===== src/dlct_pkg.sv =====
// Shared constants for the dual counter/timer block: map, fields, modes, divisors
package dlct_pkg;

  // Register bus widths
  localparam int          ADDR_W      = 8;
  localparam int          DATA_W      = 32;

  // Register byte offsets
  localparam logic [7:0]  OFS_CONTROL = 8'h00;
  localparam logic [7:0]  OFS_MODE    = 8'h04;
  localparam logic [7:0]  OFS_CLKSEL  = 8'h08;
  localparam logic [7:0]  OFS_ZERO_LO = 8'h0c;
  localparam logic [7:0]  OFS_ZERO_HI = 8'h10;
  localparam logic [7:0]  OFS_ONE_LO  = 8'h14;
  localparam logic [7:0]  OFS_ONE_HI  = 8'h18;
  localparam logic [7:0]  OFS_IRQ_EN  = 8'h1c;
  localparam logic [7:0]  OFS_EXT_CFG = 8'h20;

  // timer_control_reg fields (bits 3:0 read zero)
  localparam int          CTL_OVF_ONE  = 7;
  localparam int          CTL_RUN_ONE  = 6;
  localparam int          CTL_OVF_ZERO = 5;
  localparam int          CTL_RUN_ZERO = 4;

  // timer_mode_reg fields
  localparam int          MOD_GATE_ONE  = 7;
  localparam int          MOD_CNT_ONE   = 6;
  localparam int          MOD_SEL_ONE   = 4;
  localparam int          MOD_GATE_ZERO = 3;
  localparam int          MOD_CNT_ZERO  = 2;
  localparam int          MOD_SEL_ZERO  = 0;

  // timer_clock_select_reg fields
  localparam int          CKS_SYS_ONE  = 3;
  localparam int          CKS_SYS_ZERO = 2;
  localparam int          CKS_PRE      = 0;

  // interrupt_enable_reg and ext_irq_config_reg fields
  localparam int          IEN_ZERO     = 1;
  localparam int          IEN_ONE      = 3;
  localparam int          POL_ZERO     = 3;
  localparam int          POL_ONE      = 7;

  // Reset value of every register
  localparam logic [7:0]  REG_RESET    = 8'h00;

  // Bus responses
  localparam logic [1:0]  RESP_OKAY    = 2'h0;
  localparam logic [1:0]  RESP_SLVERR  = 2'h2;

  // Prescaler divisors
  localparam int          DIV_FOUR     = 4;
  localparam int          DIV_TWELVE   = 12;
  localparam int          DIV_FORTY8   = 48;
  localparam int          DIV_EXT      = 8;

  // Operating modes
  typedef enum logic [1:0] {
    MODE_13BIT  = 2'b00,
    MODE_16BIT  = 2'b01,
    MODE_RELOAD = 2'b10,
    MODE_SPLIT  = 2'b11
  } dlct_mode_t;

  // Prescale codes
  typedef enum logic [1:0] {
    PRE_DIV12 = 2'b00,
    PRE_DIV4  = 2'b01,
    PRE_DIV48 = 2'b10,
    PRE_EXT8  = 2'b11
  } dlct_pre_t;

endpackage


===== src/dlct_top.sv =====
// Dual counter/timer with AXI4-Lite register access
//
// Operation
// - Each timer holds a 16-bit count, read and written as low and high bytes.
// - Each timer has its own two mode bits selecting one of four modes.
// - Mode 0 counts 13 bits: high byte plus low-byte bits 4 to 0.
// - 13-bit wrap to zero sets the overflow flag and may request an interrupt.
// - Counter select one counts falling edges of the timer's count pin.
// - Counter select zero counts system clock or the prescaled clock.
// - Count only while run is set and gate is off or gate input active.
// - Setting run keeps the present count; counting resumes from it.
// - Timer one mirrors timer zero using the second gate input and polarity.
// - Mode 1 is mode 0 extended to all sixteen bits.
// - Mode 2 counts low byte, reloads it from high byte, sets flag on wrap.
// - Mode 3 low byte is an 8-bit counter with timer zero's controls.
// - Mode 3 high byte counts clocks, runs on timer one run, sets its flag.
// - In mode 3 timer one runs without pins or flag, still giving overflow.
// - Timer one in mode 3 stops; under split, its mode governs running.
// - Each overflow interrupt is forwarded only with its enable bit set.
// - Prescaler gives clock divided by 12, 4, 48, or external clock by 8.
// - Hardware sets flags; software or interrupt vectoring clears them.
`timescale 1ns/1ns
`default_nettype none
module dlct_top
  import dlct_pkg::*;
(
  input  wire logic        I_CLK,                  // System clock, 25 MHz
  input  wire logic        I_RESET,                // Synchronous reset, high
  input  wire logic [7:0]  I_AWADDR,               // Write address
  input  wire logic        I_AWVALID,              // Write address valid
  output logic             O_AWREADY,              // Write address ready
  input  wire logic [31:0] I_WDATA,                // Write data
  input  wire logic [3:0]  I_WSTRB,                // Write byte strobes
  input  wire logic        I_WVALID,               // Write data valid
  output logic             O_WREADY,               // Write data ready
  output logic [1:0]       O_BRESP,                // Write response
  output logic             O_BVALID,               // Write response valid
  input  wire logic        I_BREADY,               // Write response ready
  input  wire logic [7:0]  I_ARADDR,               // Read address
  input  wire logic        I_ARVALID,              // Read address valid
  output logic             O_ARREADY,              // Read address ready
  output logic [31:0]      O_RDATA,                // Read data
  output logic [1:0]       O_RRESP,                // Read response
  output logic             O_RVALID,               // Read data valid
  input  wire logic        I_RREADY,               // Read data ready
  input  wire logic        I_TIMER_ZERO_COUNT_PIN, // Timer zero count pin
  input  wire logic        I_TIMER_ONE_COUNT_PIN,  // Timer one count pin
  input  wire logic        I_EXT_IRQ_INPUT_ZERO,   // Gate input for timer zero
  input  wire logic        I_EXT_IRQ_INPUT_ONE,    // Gate input for timer one
  input  wire logic        I_EXT_CLK,              // External prescaler clock
  input  wire logic        I_ZERO_VECTOR_ACK,      // Pulse: zero service entered
  input  wire logic        I_ONE_VECTOR_ACK,       // Pulse: one service entered
  output logic             O_ZERO_IRQ,             // Timer zero interrupt
  output logic             O_ONE_IRQ,              // Timer one interrupt
  output logic             O_ONE_OVERFLOW          // Timer one overflow pulse
);

  typedef struct packed {
    logic       ovf_zero;
    logic       run_zero;
    logic       ovf_one;
    logic       run_one;
    logic [7:0] mode_reg;
    logic [7:0] clk_reg;
    logic [7:0] lo_zero;
    logic [7:0] hi_zero;
    logic [7:0] lo_one;
    logic [7:0] hi_one;
    logic [7:0] irq_en_reg;
    logic [7:0] ext_cfg_reg;
    logic       one_pulse;
    logic       aw_held;
    logic [7:0] aw_addr;
    logic       w_held;
    logic [7:0] w_data;
    logic       w_lane0;
    logic       bvalid;
    logic [1:0] bresp;
    logic       rvalid;
    logic [7:0] rdata;
    logic [1:0] rresp;
  } dlct_state_t;

  dlct_state_t r;
  dlct_state_t next_r;

  logic cnt_zero_fall, cnt_one_fall;
  logic gate_zero_lvl, gate_one_lvl, ext_clk_rise;
  logic pre_tick;

  // Every pin passes two flops before the counters see it
  dlct_sync u_sync_cnt_zero (
    .I_CLK  (I_CLK),
    .I_RESET(I_RESET),
    .i_pin  (I_TIMER_ZERO_COUNT_PIN),
    .o_level(),
    .o_fall (cnt_zero_fall),
    .o_rise ()
  );
  dlct_sync u_sync_cnt_one (
    .I_CLK  (I_CLK),
    .I_RESET(I_RESET),
    .i_pin  (I_TIMER_ONE_COUNT_PIN),
    .o_level(),
    .o_fall (cnt_one_fall),
    .o_rise ()
  );
  dlct_sync u_sync_gate_zero (
    .I_CLK  (I_CLK),
    .I_RESET(I_RESET),
    .i_pin  (I_EXT_IRQ_INPUT_ZERO),
    .o_level(gate_zero_lvl),
    .o_fall (),
    .o_rise ()
  );
  dlct_sync u_sync_gate_one (
    .I_CLK  (I_CLK),
    .I_RESET(I_RESET),
    .i_pin  (I_EXT_IRQ_INPUT_ONE),
    .o_level(gate_one_lvl),
    .o_fall (),
    .o_rise ()
  );
  dlct_sync u_sync_ext_clk (
    .I_CLK  (I_CLK),
    .I_RESET(I_RESET),
    .i_pin  (I_EXT_CLK),
    .o_level(),
    .o_fall (),
    .o_rise (ext_clk_rise)
  );

  dlct_prescaler u_pre (
    .I_CLK     (I_CLK),
    .I_RESET   (I_RESET),
    .i_select  (r.clk_reg[CKS_PRE +: 2]),
    .i_ext_rise(ext_clk_rise),
    .o_tick    (pre_tick)
  );

  // One counting step: returns {wrap, high, low}
  function automatic logic [16:0] count_step(input dlct_mode_t mode,
                                             input logic [7:0] lo,
                                             input logic [7:0] hi);
    logic [13:0] v13;
    logic [16:0] v16;
    logic [8:0]  v8;
    v13 = {1'b0, hi, lo[4:0]} + 14'h0001;
    v16 = {1'b0, hi, lo} + 17'h00001;
    v8  = {1'b0, lo} + 9'h001;
    case (mode)
      MODE_13BIT:  count_step = {v13[13], v13[12:5], lo[7:5], v13[4:0]};
      MODE_16BIT:  count_step = v16;
      MODE_RELOAD: count_step = {v8[8], hi, (v8[8] ? hi : v8[7:0])};
      default:     count_step = {v8[8], hi, v8[7:0]};
    endcase
  endfunction

  dlct_mode_t mode_zero, mode_one;
  logic       split, tick_zero, tick_one, tick_hi_split;
  logic       en_zero, en_one, act_zero, act_one;
  logic [16:0] step_zero, step_one;
  logic [8:0]  step_hi;
  logic        set_zero, set_one;
  logic        wr_go, wr_hit;
  logic [7:0]  rd_val;
  logic        rd_hit;

  // Timing sources, gating and counting steps for both timers
  always_comb begin
    mode_zero = dlct_mode_t'(r.mode_reg[MOD_SEL_ZERO +: 2]);
    mode_one  = dlct_mode_t'(r.mode_reg[MOD_SEL_ONE +: 2]);
    split     = (mode_zero == MODE_SPLIT);
    tick_zero = r.mode_reg[MOD_CNT_ZERO] ? cnt_zero_fall
              : (r.clk_reg[CKS_SYS_ZERO] ? 1'b1 : pre_tick);
    // Timer one loses its pin while timer zero is split
    tick_one  = (r.mode_reg[MOD_CNT_ONE] && !split) ? cnt_one_fall
              : (r.clk_reg[CKS_SYS_ONE] ? 1'b1 : pre_tick);
    tick_hi_split = r.clk_reg[CKS_SYS_ZERO] ? 1'b1 : pre_tick;
    act_zero  = (gate_zero_lvl == r.ext_cfg_reg[POL_ZERO]);
    act_one   = (gate_one_lvl == r.ext_cfg_reg[POL_ONE]);
    en_zero   = r.run_zero && (!r.mode_reg[MOD_GATE_ZERO] || act_zero);
    en_one    = split ? (mode_one != MODE_SPLIT)
              : (r.run_one && (!r.mode_reg[MOD_GATE_ONE] || act_one)
                 && (mode_one != MODE_SPLIT));
    step_zero = count_step(mode_zero, r.lo_zero, r.hi_zero);
    step_one  = count_step(mode_one, r.lo_one, r.hi_one);
    step_hi   = {1'b0, r.hi_zero} + 9'h001;
  end

  // Bus decode helpers
  assign wr_go  = r.aw_held && r.w_held && !r.bvalid;
  assign wr_hit = (r.aw_addr == OFS_CONTROL) || (r.aw_addr == OFS_MODE)
               || (r.aw_addr == OFS_CLKSEL)  || (r.aw_addr == OFS_ZERO_LO)
               || (r.aw_addr == OFS_ZERO_HI) || (r.aw_addr == OFS_ONE_LO)
               || (r.aw_addr == OFS_ONE_HI)  || (r.aw_addr == OFS_IRQ_EN)
               || (r.aw_addr == OFS_EXT_CFG);

  // Read mux; the indeterminate mode-0 bits simply read what is stored
  always_comb begin
    rd_hit = 1'b1;
    case ({I_ARADDR[7:2], 2'b00})
      OFS_CONTROL: rd_val = {r.ovf_one, r.run_one, r.ovf_zero, r.run_zero, 4'h0};
      OFS_MODE:    rd_val = r.mode_reg;
      OFS_CLKSEL:  rd_val = r.clk_reg;
      OFS_ZERO_LO: rd_val = r.lo_zero;
      OFS_ZERO_HI: rd_val = r.hi_zero;
      OFS_ONE_LO:  rd_val = r.lo_one;
      OFS_ONE_HI:  rd_val = r.hi_one;
      OFS_IRQ_EN:  rd_val = r.irq_en_reg;
      OFS_EXT_CFG: rd_val = r.ext_cfg_reg;
      default: begin
        rd_val = 8'h00;
        rd_hit = 1'b0;
      end
    endcase
  end

  // Next state: counting first, then software writes, then flag sets on top
  always_comb begin
    next_r           = r;
    next_r.one_pulse = 1'b0;
    set_zero         = 1'b0;
    set_one          = 1'b0;

    // Timer zero; run never touches the count itself
    if (en_zero && tick_zero) begin
      next_r.lo_zero = step_zero[7:0];
      if (!split) begin
        next_r.hi_zero = step_zero[15:8];
      end
      set_zero = step_zero[16];
    end
    // Split high byte runs from timer one's run bit and owns its flag
    if (split && r.run_one && tick_hi_split) begin
      next_r.hi_zero = step_hi[7:0];
      set_one        = step_hi[8];
    end
    // Timer one; its wrap still leaves the block while zero is split
    if (en_one && tick_one) begin
      next_r.lo_one    = step_one[7:0];
      next_r.hi_one    = step_one[15:8];
      next_r.one_pulse = step_one[16];
      if (!split) begin
        set_one = set_one | step_one[16];
      end
    end

    // Write address and data are taken in either order
    if (I_AWVALID && O_AWREADY) begin
      next_r.aw_held = 1'b1;
      next_r.aw_addr = {I_AWADDR[7:2], 2'b00};
    end
    if (I_WVALID && O_WREADY) begin
      next_r.w_held  = 1'b1;
      next_r.w_data  = I_WDATA[7:0];
      next_r.w_lane0 = I_WSTRB[0];
    end

    // Vectoring clears the flag
    if (I_ZERO_VECTOR_ACK) begin
      next_r.ovf_zero = 1'b0;
    end
    if (I_ONE_VECTOR_ACK) begin
      next_r.ovf_one = 1'b0;
    end

    // Register write; a byte write wins over a count in the same cycle
    if (wr_go) begin
      next_r.aw_held = 1'b0;
      next_r.w_held  = 1'b0;
      next_r.bvalid  = 1'b1;
      next_r.bresp   = wr_hit ? RESP_OKAY : RESP_SLVERR;
      if (r.w_lane0) begin
        case (r.aw_addr)
          OFS_CONTROL: begin
            next_r.ovf_one  = r.w_data[CTL_OVF_ONE];
            next_r.run_one  = r.w_data[CTL_RUN_ONE];
            next_r.ovf_zero = r.w_data[CTL_OVF_ZERO];
            next_r.run_zero = r.w_data[CTL_RUN_ZERO];
          end
          OFS_MODE:    next_r.mode_reg    = r.w_data;
          OFS_CLKSEL:  next_r.clk_reg     = {4'h0, r.w_data[3:0]};
          OFS_ZERO_LO: next_r.lo_zero     = r.w_data;
          OFS_ZERO_HI: next_r.hi_zero     = r.w_data;
          OFS_ONE_LO:  next_r.lo_one      = r.w_data;
          OFS_ONE_HI:  next_r.hi_one      = r.w_data;
          OFS_IRQ_EN:  next_r.irq_en_reg  = r.w_data;
          OFS_EXT_CFG: next_r.ext_cfg_reg = r.w_data;
          default:     next_r.bresp       = RESP_SLVERR;
        endcase
      end
    end
    if (r.bvalid && I_BREADY) begin
      next_r.bvalid = 1'b0;
    end

    // Hardware set beats any clear arriving in the same cycle
    if (set_zero) begin
      next_r.ovf_zero = 1'b1;
    end
    if (set_one) begin
      next_r.ovf_one = 1'b1;
    end

    // Read channel: one read in flight, answered the cycle after the address
    if (I_ARVALID && O_ARREADY) begin
      next_r.rvalid = 1'b1;
      next_r.rdata  = rd_val;
      next_r.rresp  = rd_hit ? RESP_OKAY : RESP_SLVERR;
    end else if (r.rvalid && I_RREADY) begin
      next_r.rvalid = 1'b0;
    end
  end

  always_ff @(posedge I_CLK) begin
    if (I_RESET) begin
      r <= '0;
    end else begin
      r <= next_r;
    end
  end

  // Handshake outputs
  assign O_AWREADY = !r.aw_held && !r.bvalid;
  assign O_WREADY  = !r.w_held && !r.bvalid;
  assign O_ARREADY = !r.rvalid;
  assign O_BVALID  = r.bvalid;
  assign O_BRESP   = r.bresp;
  assign O_RVALID  = r.rvalid;
  assign O_RRESP   = r.rresp;
  assign O_RDATA   = {24'h000000, r.rdata};

  // Interrupt requests follow flag and enable
  assign O_ZERO_IRQ     = r.ovf_zero && r.irq_en_reg[IEN_ZERO];
  assign O_ONE_IRQ      = r.ovf_one && r.irq_en_reg[IEN_ONE];
  assign O_ONE_OVERFLOW = r.one_pulse;

endmodule
`default_nettype wire


===== src/dlct_sync.sv =====
// Two-flop synchroniser with edge detection for one asynchronous pin
`timescale 1ns/1ns
`default_nettype none
module dlct_sync
  import dlct_pkg::*;
(
  input  wire logic I_CLK,    // System clock
  input  wire logic I_RESET,  // Synchronous reset, active high
  input  wire logic i_pin,    // Asynchronous pin
  output logic      o_level,  // Synchronised level
  output logic      o_fall,   // One-cycle pulse on a falling edge
  output logic      o_rise    // One-cycle pulse on a rising edge
);

  typedef struct packed {
    logic meta;
    logic sync;
    logic prev;
  } dlct_sync_t;

  dlct_sync_t r;
  dlct_sync_t next_r;

  // Shift chain; only the second and third stages feed logic
  always_comb begin
    next_r      = r;
    next_r.meta = i_pin;
    next_r.sync = r.meta;
    next_r.prev = r.sync;
  end

  always_ff @(posedge I_CLK) begin
    if (I_RESET) begin
      r <= '0;
    end else begin
      r <= next_r;
    end
  end

  assign o_level = r.sync;
  assign o_fall  = r.prev & ~r.sync;
  assign o_rise  = ~r.prev & r.sync;

endmodule
`default_nettype wire


===== src/dlct_prescaler.sv =====
// Shared clock prescaler producing a one-cycle count tick
`timescale 1ns/1ns
`default_nettype none
module dlct_prescaler
  import dlct_pkg::*;
(
  input  wire logic       I_CLK,     // System clock
  input  wire logic       I_RESET,   // Synchronous reset, active high
  input  wire logic [1:0] i_select,  // Prescale code
  input  wire logic       i_ext_rise,// Synchronised external clock edge
  output logic            o_tick     // One-cycle prescaled tick
);

  typedef struct packed {
    logic [5:0] cnt48;
    logic [3:0] cnt12;
    logic [2:0] cnt8;
    logic       tick;
  } dlct_pre_state_t;

  dlct_pre_state_t r;
  dlct_pre_state_t next_r;

  // Free-running dividers; the selected one's terminal count becomes the tick
  always_comb begin
    next_r       = r;
    next_r.cnt48 = (r.cnt48 == 6'(DIV_FORTY8 - 1)) ? 6'h00 : r.cnt48 + 6'h01;
    next_r.cnt12 = (r.cnt12 == 4'(DIV_TWELVE - 1)) ? 4'h0 : r.cnt12 + 4'h1;
    if (i_ext_rise) begin
      next_r.cnt8 = r.cnt8 + 3'h1;
    end
    case (dlct_pre_t'(i_select))
      PRE_DIV12: next_r.tick = (r.cnt12 == 4'(DIV_TWELVE - 1));
      PRE_DIV4:  next_r.tick = (r.cnt48[1:0] == 2'(DIV_FOUR - 1));
      PRE_DIV48: next_r.tick = (r.cnt48 == 6'(DIV_FORTY8 - 1));
      PRE_EXT8:  next_r.tick = i_ext_rise && (r.cnt8 == 3'(DIV_EXT - 1));
      default:   next_r.tick = 1'b0;
    endcase
  end

  always_ff @(posedge I_CLK) begin
    if (I_RESET) begin
      r <= '0;
    end else begin
      r <= next_r;
    end
  end

  assign o_tick = r.tick;

endmodule
`default_nettype wire


===== config.mk =====
export PLATFORM = sky130hd
export DESIGN_NAME = dlct_top
export DESIGN_NICKNAME = d
export VERILOG_FILES = /design/src/dlct_pkg.sv /design/src/dlct_top.sv /design/src/dlct_sync.sv /design/src/dlct_prescaler.sv
export SDC_FILE = /design/constraint.sdc
export NUM_CORES = 1
export LEC_CHECK = 0
export CAP_MARGIN = 20
export CORE_MARGIN = 5
export CORE_UTILIZATION = 60
export DETAILED_ROUTE_END_ITERATION = 10
export DONT_BUFFER_PORTS = 1
export PLACE_DENSITY_LB_ADDON = 0.25
export REMOVE_ABC_BUFFERS = 1
export SETUP_SLACK_MARGIN = 0.3
export SYNTH_ARGS = -nofsm -noshare
export SYNTH_HDL_FRONTEND = slang
export SYNTH_SLANG_ARGS = --single-unit

===== constraint.sdc =====
create_clock -name I_CLK -period 4.35 [get_ports I_CLK]
set_input_delay 0.87 -clock I_CLK [delete_from_list [all_inputs] [get_ports I_CLK]]
set_output_delay 0.87 -clock I_CLK [all_outputs]
set_load 0.02 [all_outputs]

==> metrics.cfg <==
[clock_network]
cts-hold-fix-buffers = 0
cts_resized = 0
clk_latency_ns = 0.42
cts_tree = built
htreeDepth = 4
cts_root_buf = clkbuf_16
numCtsBuffers = 17
clkTransAtPathRegs_ns = 0.06
clk_path_buf_depth = 2
clock_sinks = 121
cts_setup_buffers = 0

[placement]
gp_congestion = 0.909
placed_area_um2 = 6630
dp_hpwl_mm = 13.3
port_buffers = 0

[timing]
fin_tns_setup_ns = 0
hold_viol_final = 0
min_period_ns = 2.72
relSlewSlack = 0.210
skew_ns = 0.00990
period_share = 0.626
maxSlewViolCount = 0
fmax_mhz = 367
tightest_slew_ns = 1.19
setup_viol = 0
rsz0062_at_grt = no

[power]
pwr-share-clk = 0.504
powerDensity_nw_per_um2 = 360
pwr-share-seq = 0.453
p_leak_nw = 2.48
ir_drop_mv = 0.402
netSwitchingPower_w = 0.000629
power_frac_comb = 0.043
internal_power_w = 0.00196
swShare = 0.242

[final_layout]
drive_above_1_share = 0.0903
design_area_um2 = 7200
fin_nets = 847
syn_to_final_growth_pct = 5.36
antenna_cells = 0

[run_status]
status = completed

[floorplanning]
dieWidth_um = 117
coreArea_um2 = 11300
initial_utilization = 0.606
ios = 110
rows = 39
die_height_um = 117
die_area_um2 = 13600

[setup_path]
end_kind = flip-flop
cp-start-kind = flip-flop
path_max_fanout = 18
cp.arrival_ns = 3.03
worstPathRequired_ns = 4.65
crit_type = reg -> reg
reg2reg_depth = 6

[synthesis]
synthMuxAreaShare = 0.0815
ys_warn_count = 0
netlist_area_um2 = 6840
synth_area_leaders = dfxtp_1 35%, mux2i_1 6.0%, nor2_1 4.7%
synth-edff-count = 0
ys_top_cells_by_count = 121 x dfxtp_1, 86 x nor2_1, 73 x nand2_1, 44 x nand3_1
ys_seq_area_frac = 0.354
synthXorXnorAreaFrac = 0.0179
netlist.area_leader.share = 0.354
syn_avg_cell_area_um2 = 8.37
syn_inst = 817
synth.ff_latch_count = 121
synthAdderAreaFrac = 0.0128
synth-simple-area-share = 0.236
async_flop_share = 0
synth.distinct_cells = 85
ys.flop_type = dfxtp_1
synth_compound_area_frac = 0.216
yosysTopAreaCell = dfxtp_1
yosys.cell_count.top_type = dfxtp_1
synth_top_family_by_area = simple AND/OR/NAND/NOR gates

[global_route]
antenna_found_initial = 0
grt_pass1_vias = 5686
grt_overflow = 0
grt_pass1_wl_mm = 30.1
grtUsageTotal = 0.287
grt_start_max_net_pins = 94

[worst_hold_path]
hold_depth = 1
hold_class = reg -> reg

[drt]
vias = 6173
wirelength_mm = 19.1
drc = 0
first_pass_iters = 7
drt-initial-drc-count = 714
routed_via_density = 6.64
routedWlPerCell_um = 20.6
antenna_left = 0

[flow_run]
maxCapViolations = 0

-- cells in the final DEF (no fill, tap or decap), types with 5 or more instances in the layout --
cell / count
clkinv_2: 5
nand4_1: 7
xor2_1: 6
nor4_1: 6
and2_1: 8
o2111ai_1: 5
a211o_1: 6
nand2_1: 73
or3_1: 7
conb_1: 26
clkbuf_16: 17
mux2_2: 7
a22o_1: 12
a311oi_1: 5
and3_1: 6
mux2i_1: 41
o21ai_0: 41
nand3_1: 44
nor3_1: 13
nor2_1: 86
a31oi_1: 13
o22ai_1: 7
nor2b_1: 19
xnor2_1: 8
nor3b_1: 5
a211oi_1: 12
ha_1: 7
o31ai_1: 7
a21oi_1: 41
dfxtp_1: 121
nand2b_1: 5
inv_1: 12
-- registers in the layout (all words and copies together) (netlist names), 2 cells and up --
| name | flops |
|---|---|
| O_RDATA | 8 |
| u_pre.r | 13 |
| mode_one | 2 |
| r | 77 |
| mode_zero | 2 |
-- critical path: stages, from the launching register on --
cell and delay (ns):
dfxtp_1 0.79, nand2_1 0.35, a32oi_4 0.47, o211ai_1 0.23, buf_4 0.25, o31a_1 0.30
o221a_1 0.22
-- power by group through the flow --
stage	clock network [W]	registers, W	logic [W]
finish	0.00131	0.00118	0.000112
global route	0.00138	0.00118	0.000124
CTS	0.00132	0.00117	0.000111
detailed placement	0	0.00120	0.000109
global placement	0	0.00120	0.000106
floorplan	0	0.00118	0.0000929
-- kinds of logic after synthesis --
logic type | Yosys count
AO/OA/AOI/OAI | 208
XOR/XNOR | 14
adder cells (fa/ha/maj) | 7
buffers and inverters | 105
flip-flops | 121
multiplexers | 51
other | 1
AND/OR/NAND/NOR | 310
-- worst paths after layout --
check / startpoint / to / slack (ns)
max: mode_zero[0] / r[64] / 1.63
max reg2reg: mode_zero[0] / r[64] / 1.63
min reg2reg: u_sync_ext_clk.next_r[1] / u_sync_ext_clk.o_level / 0.45
min: u_sync_ext_clk.next_r[1] / u_sync_ext_clk.o_level / 0.45
-- per-layer routing --
layer,track usage,share of wire,up-vias
met3,0.0679,0.092,40
met5,0,0,-
met1,0.370,0.41,2951
li1,-,-,2853
met2,0.463,0.48,329
met4,0.113,0.026,0
-- through the flow --
| step | hold slack, ns | total power, W | util | instances | setup slack [ns] |
|---|---|---|---|---|---|
| after detailed placement | 0.424 | 0.00131 | 0.588 | 895 | 1.51 |
| after global routing | 0.462 | 0.00268 | 0.639 | 929 | 1.59 |
| final | 0.445 | 0.00259 | 0.639 | 929 | 1.63 |
| after global placement | 0.417 | 0.00130 | 0.588 | 895 | 1.57 |
| after floorplan | 0.414 | 0.00127 | - | 749 | 1.78 |
| after CTS | 0.450 | 0.00261 | 0.637 | 926 | 1.50 |
-- cell type report --
cell class	count	area [µm²]
clock buffer	19	443
clock inverter	12	104
fill	954	4070
inverter	12	45.0
multi-input combinational	616	3960
sequential	121	2420
tap	143	179
timing repair buffer	6	45.0
Note: power is estimated with default switching activity, not from simulation.
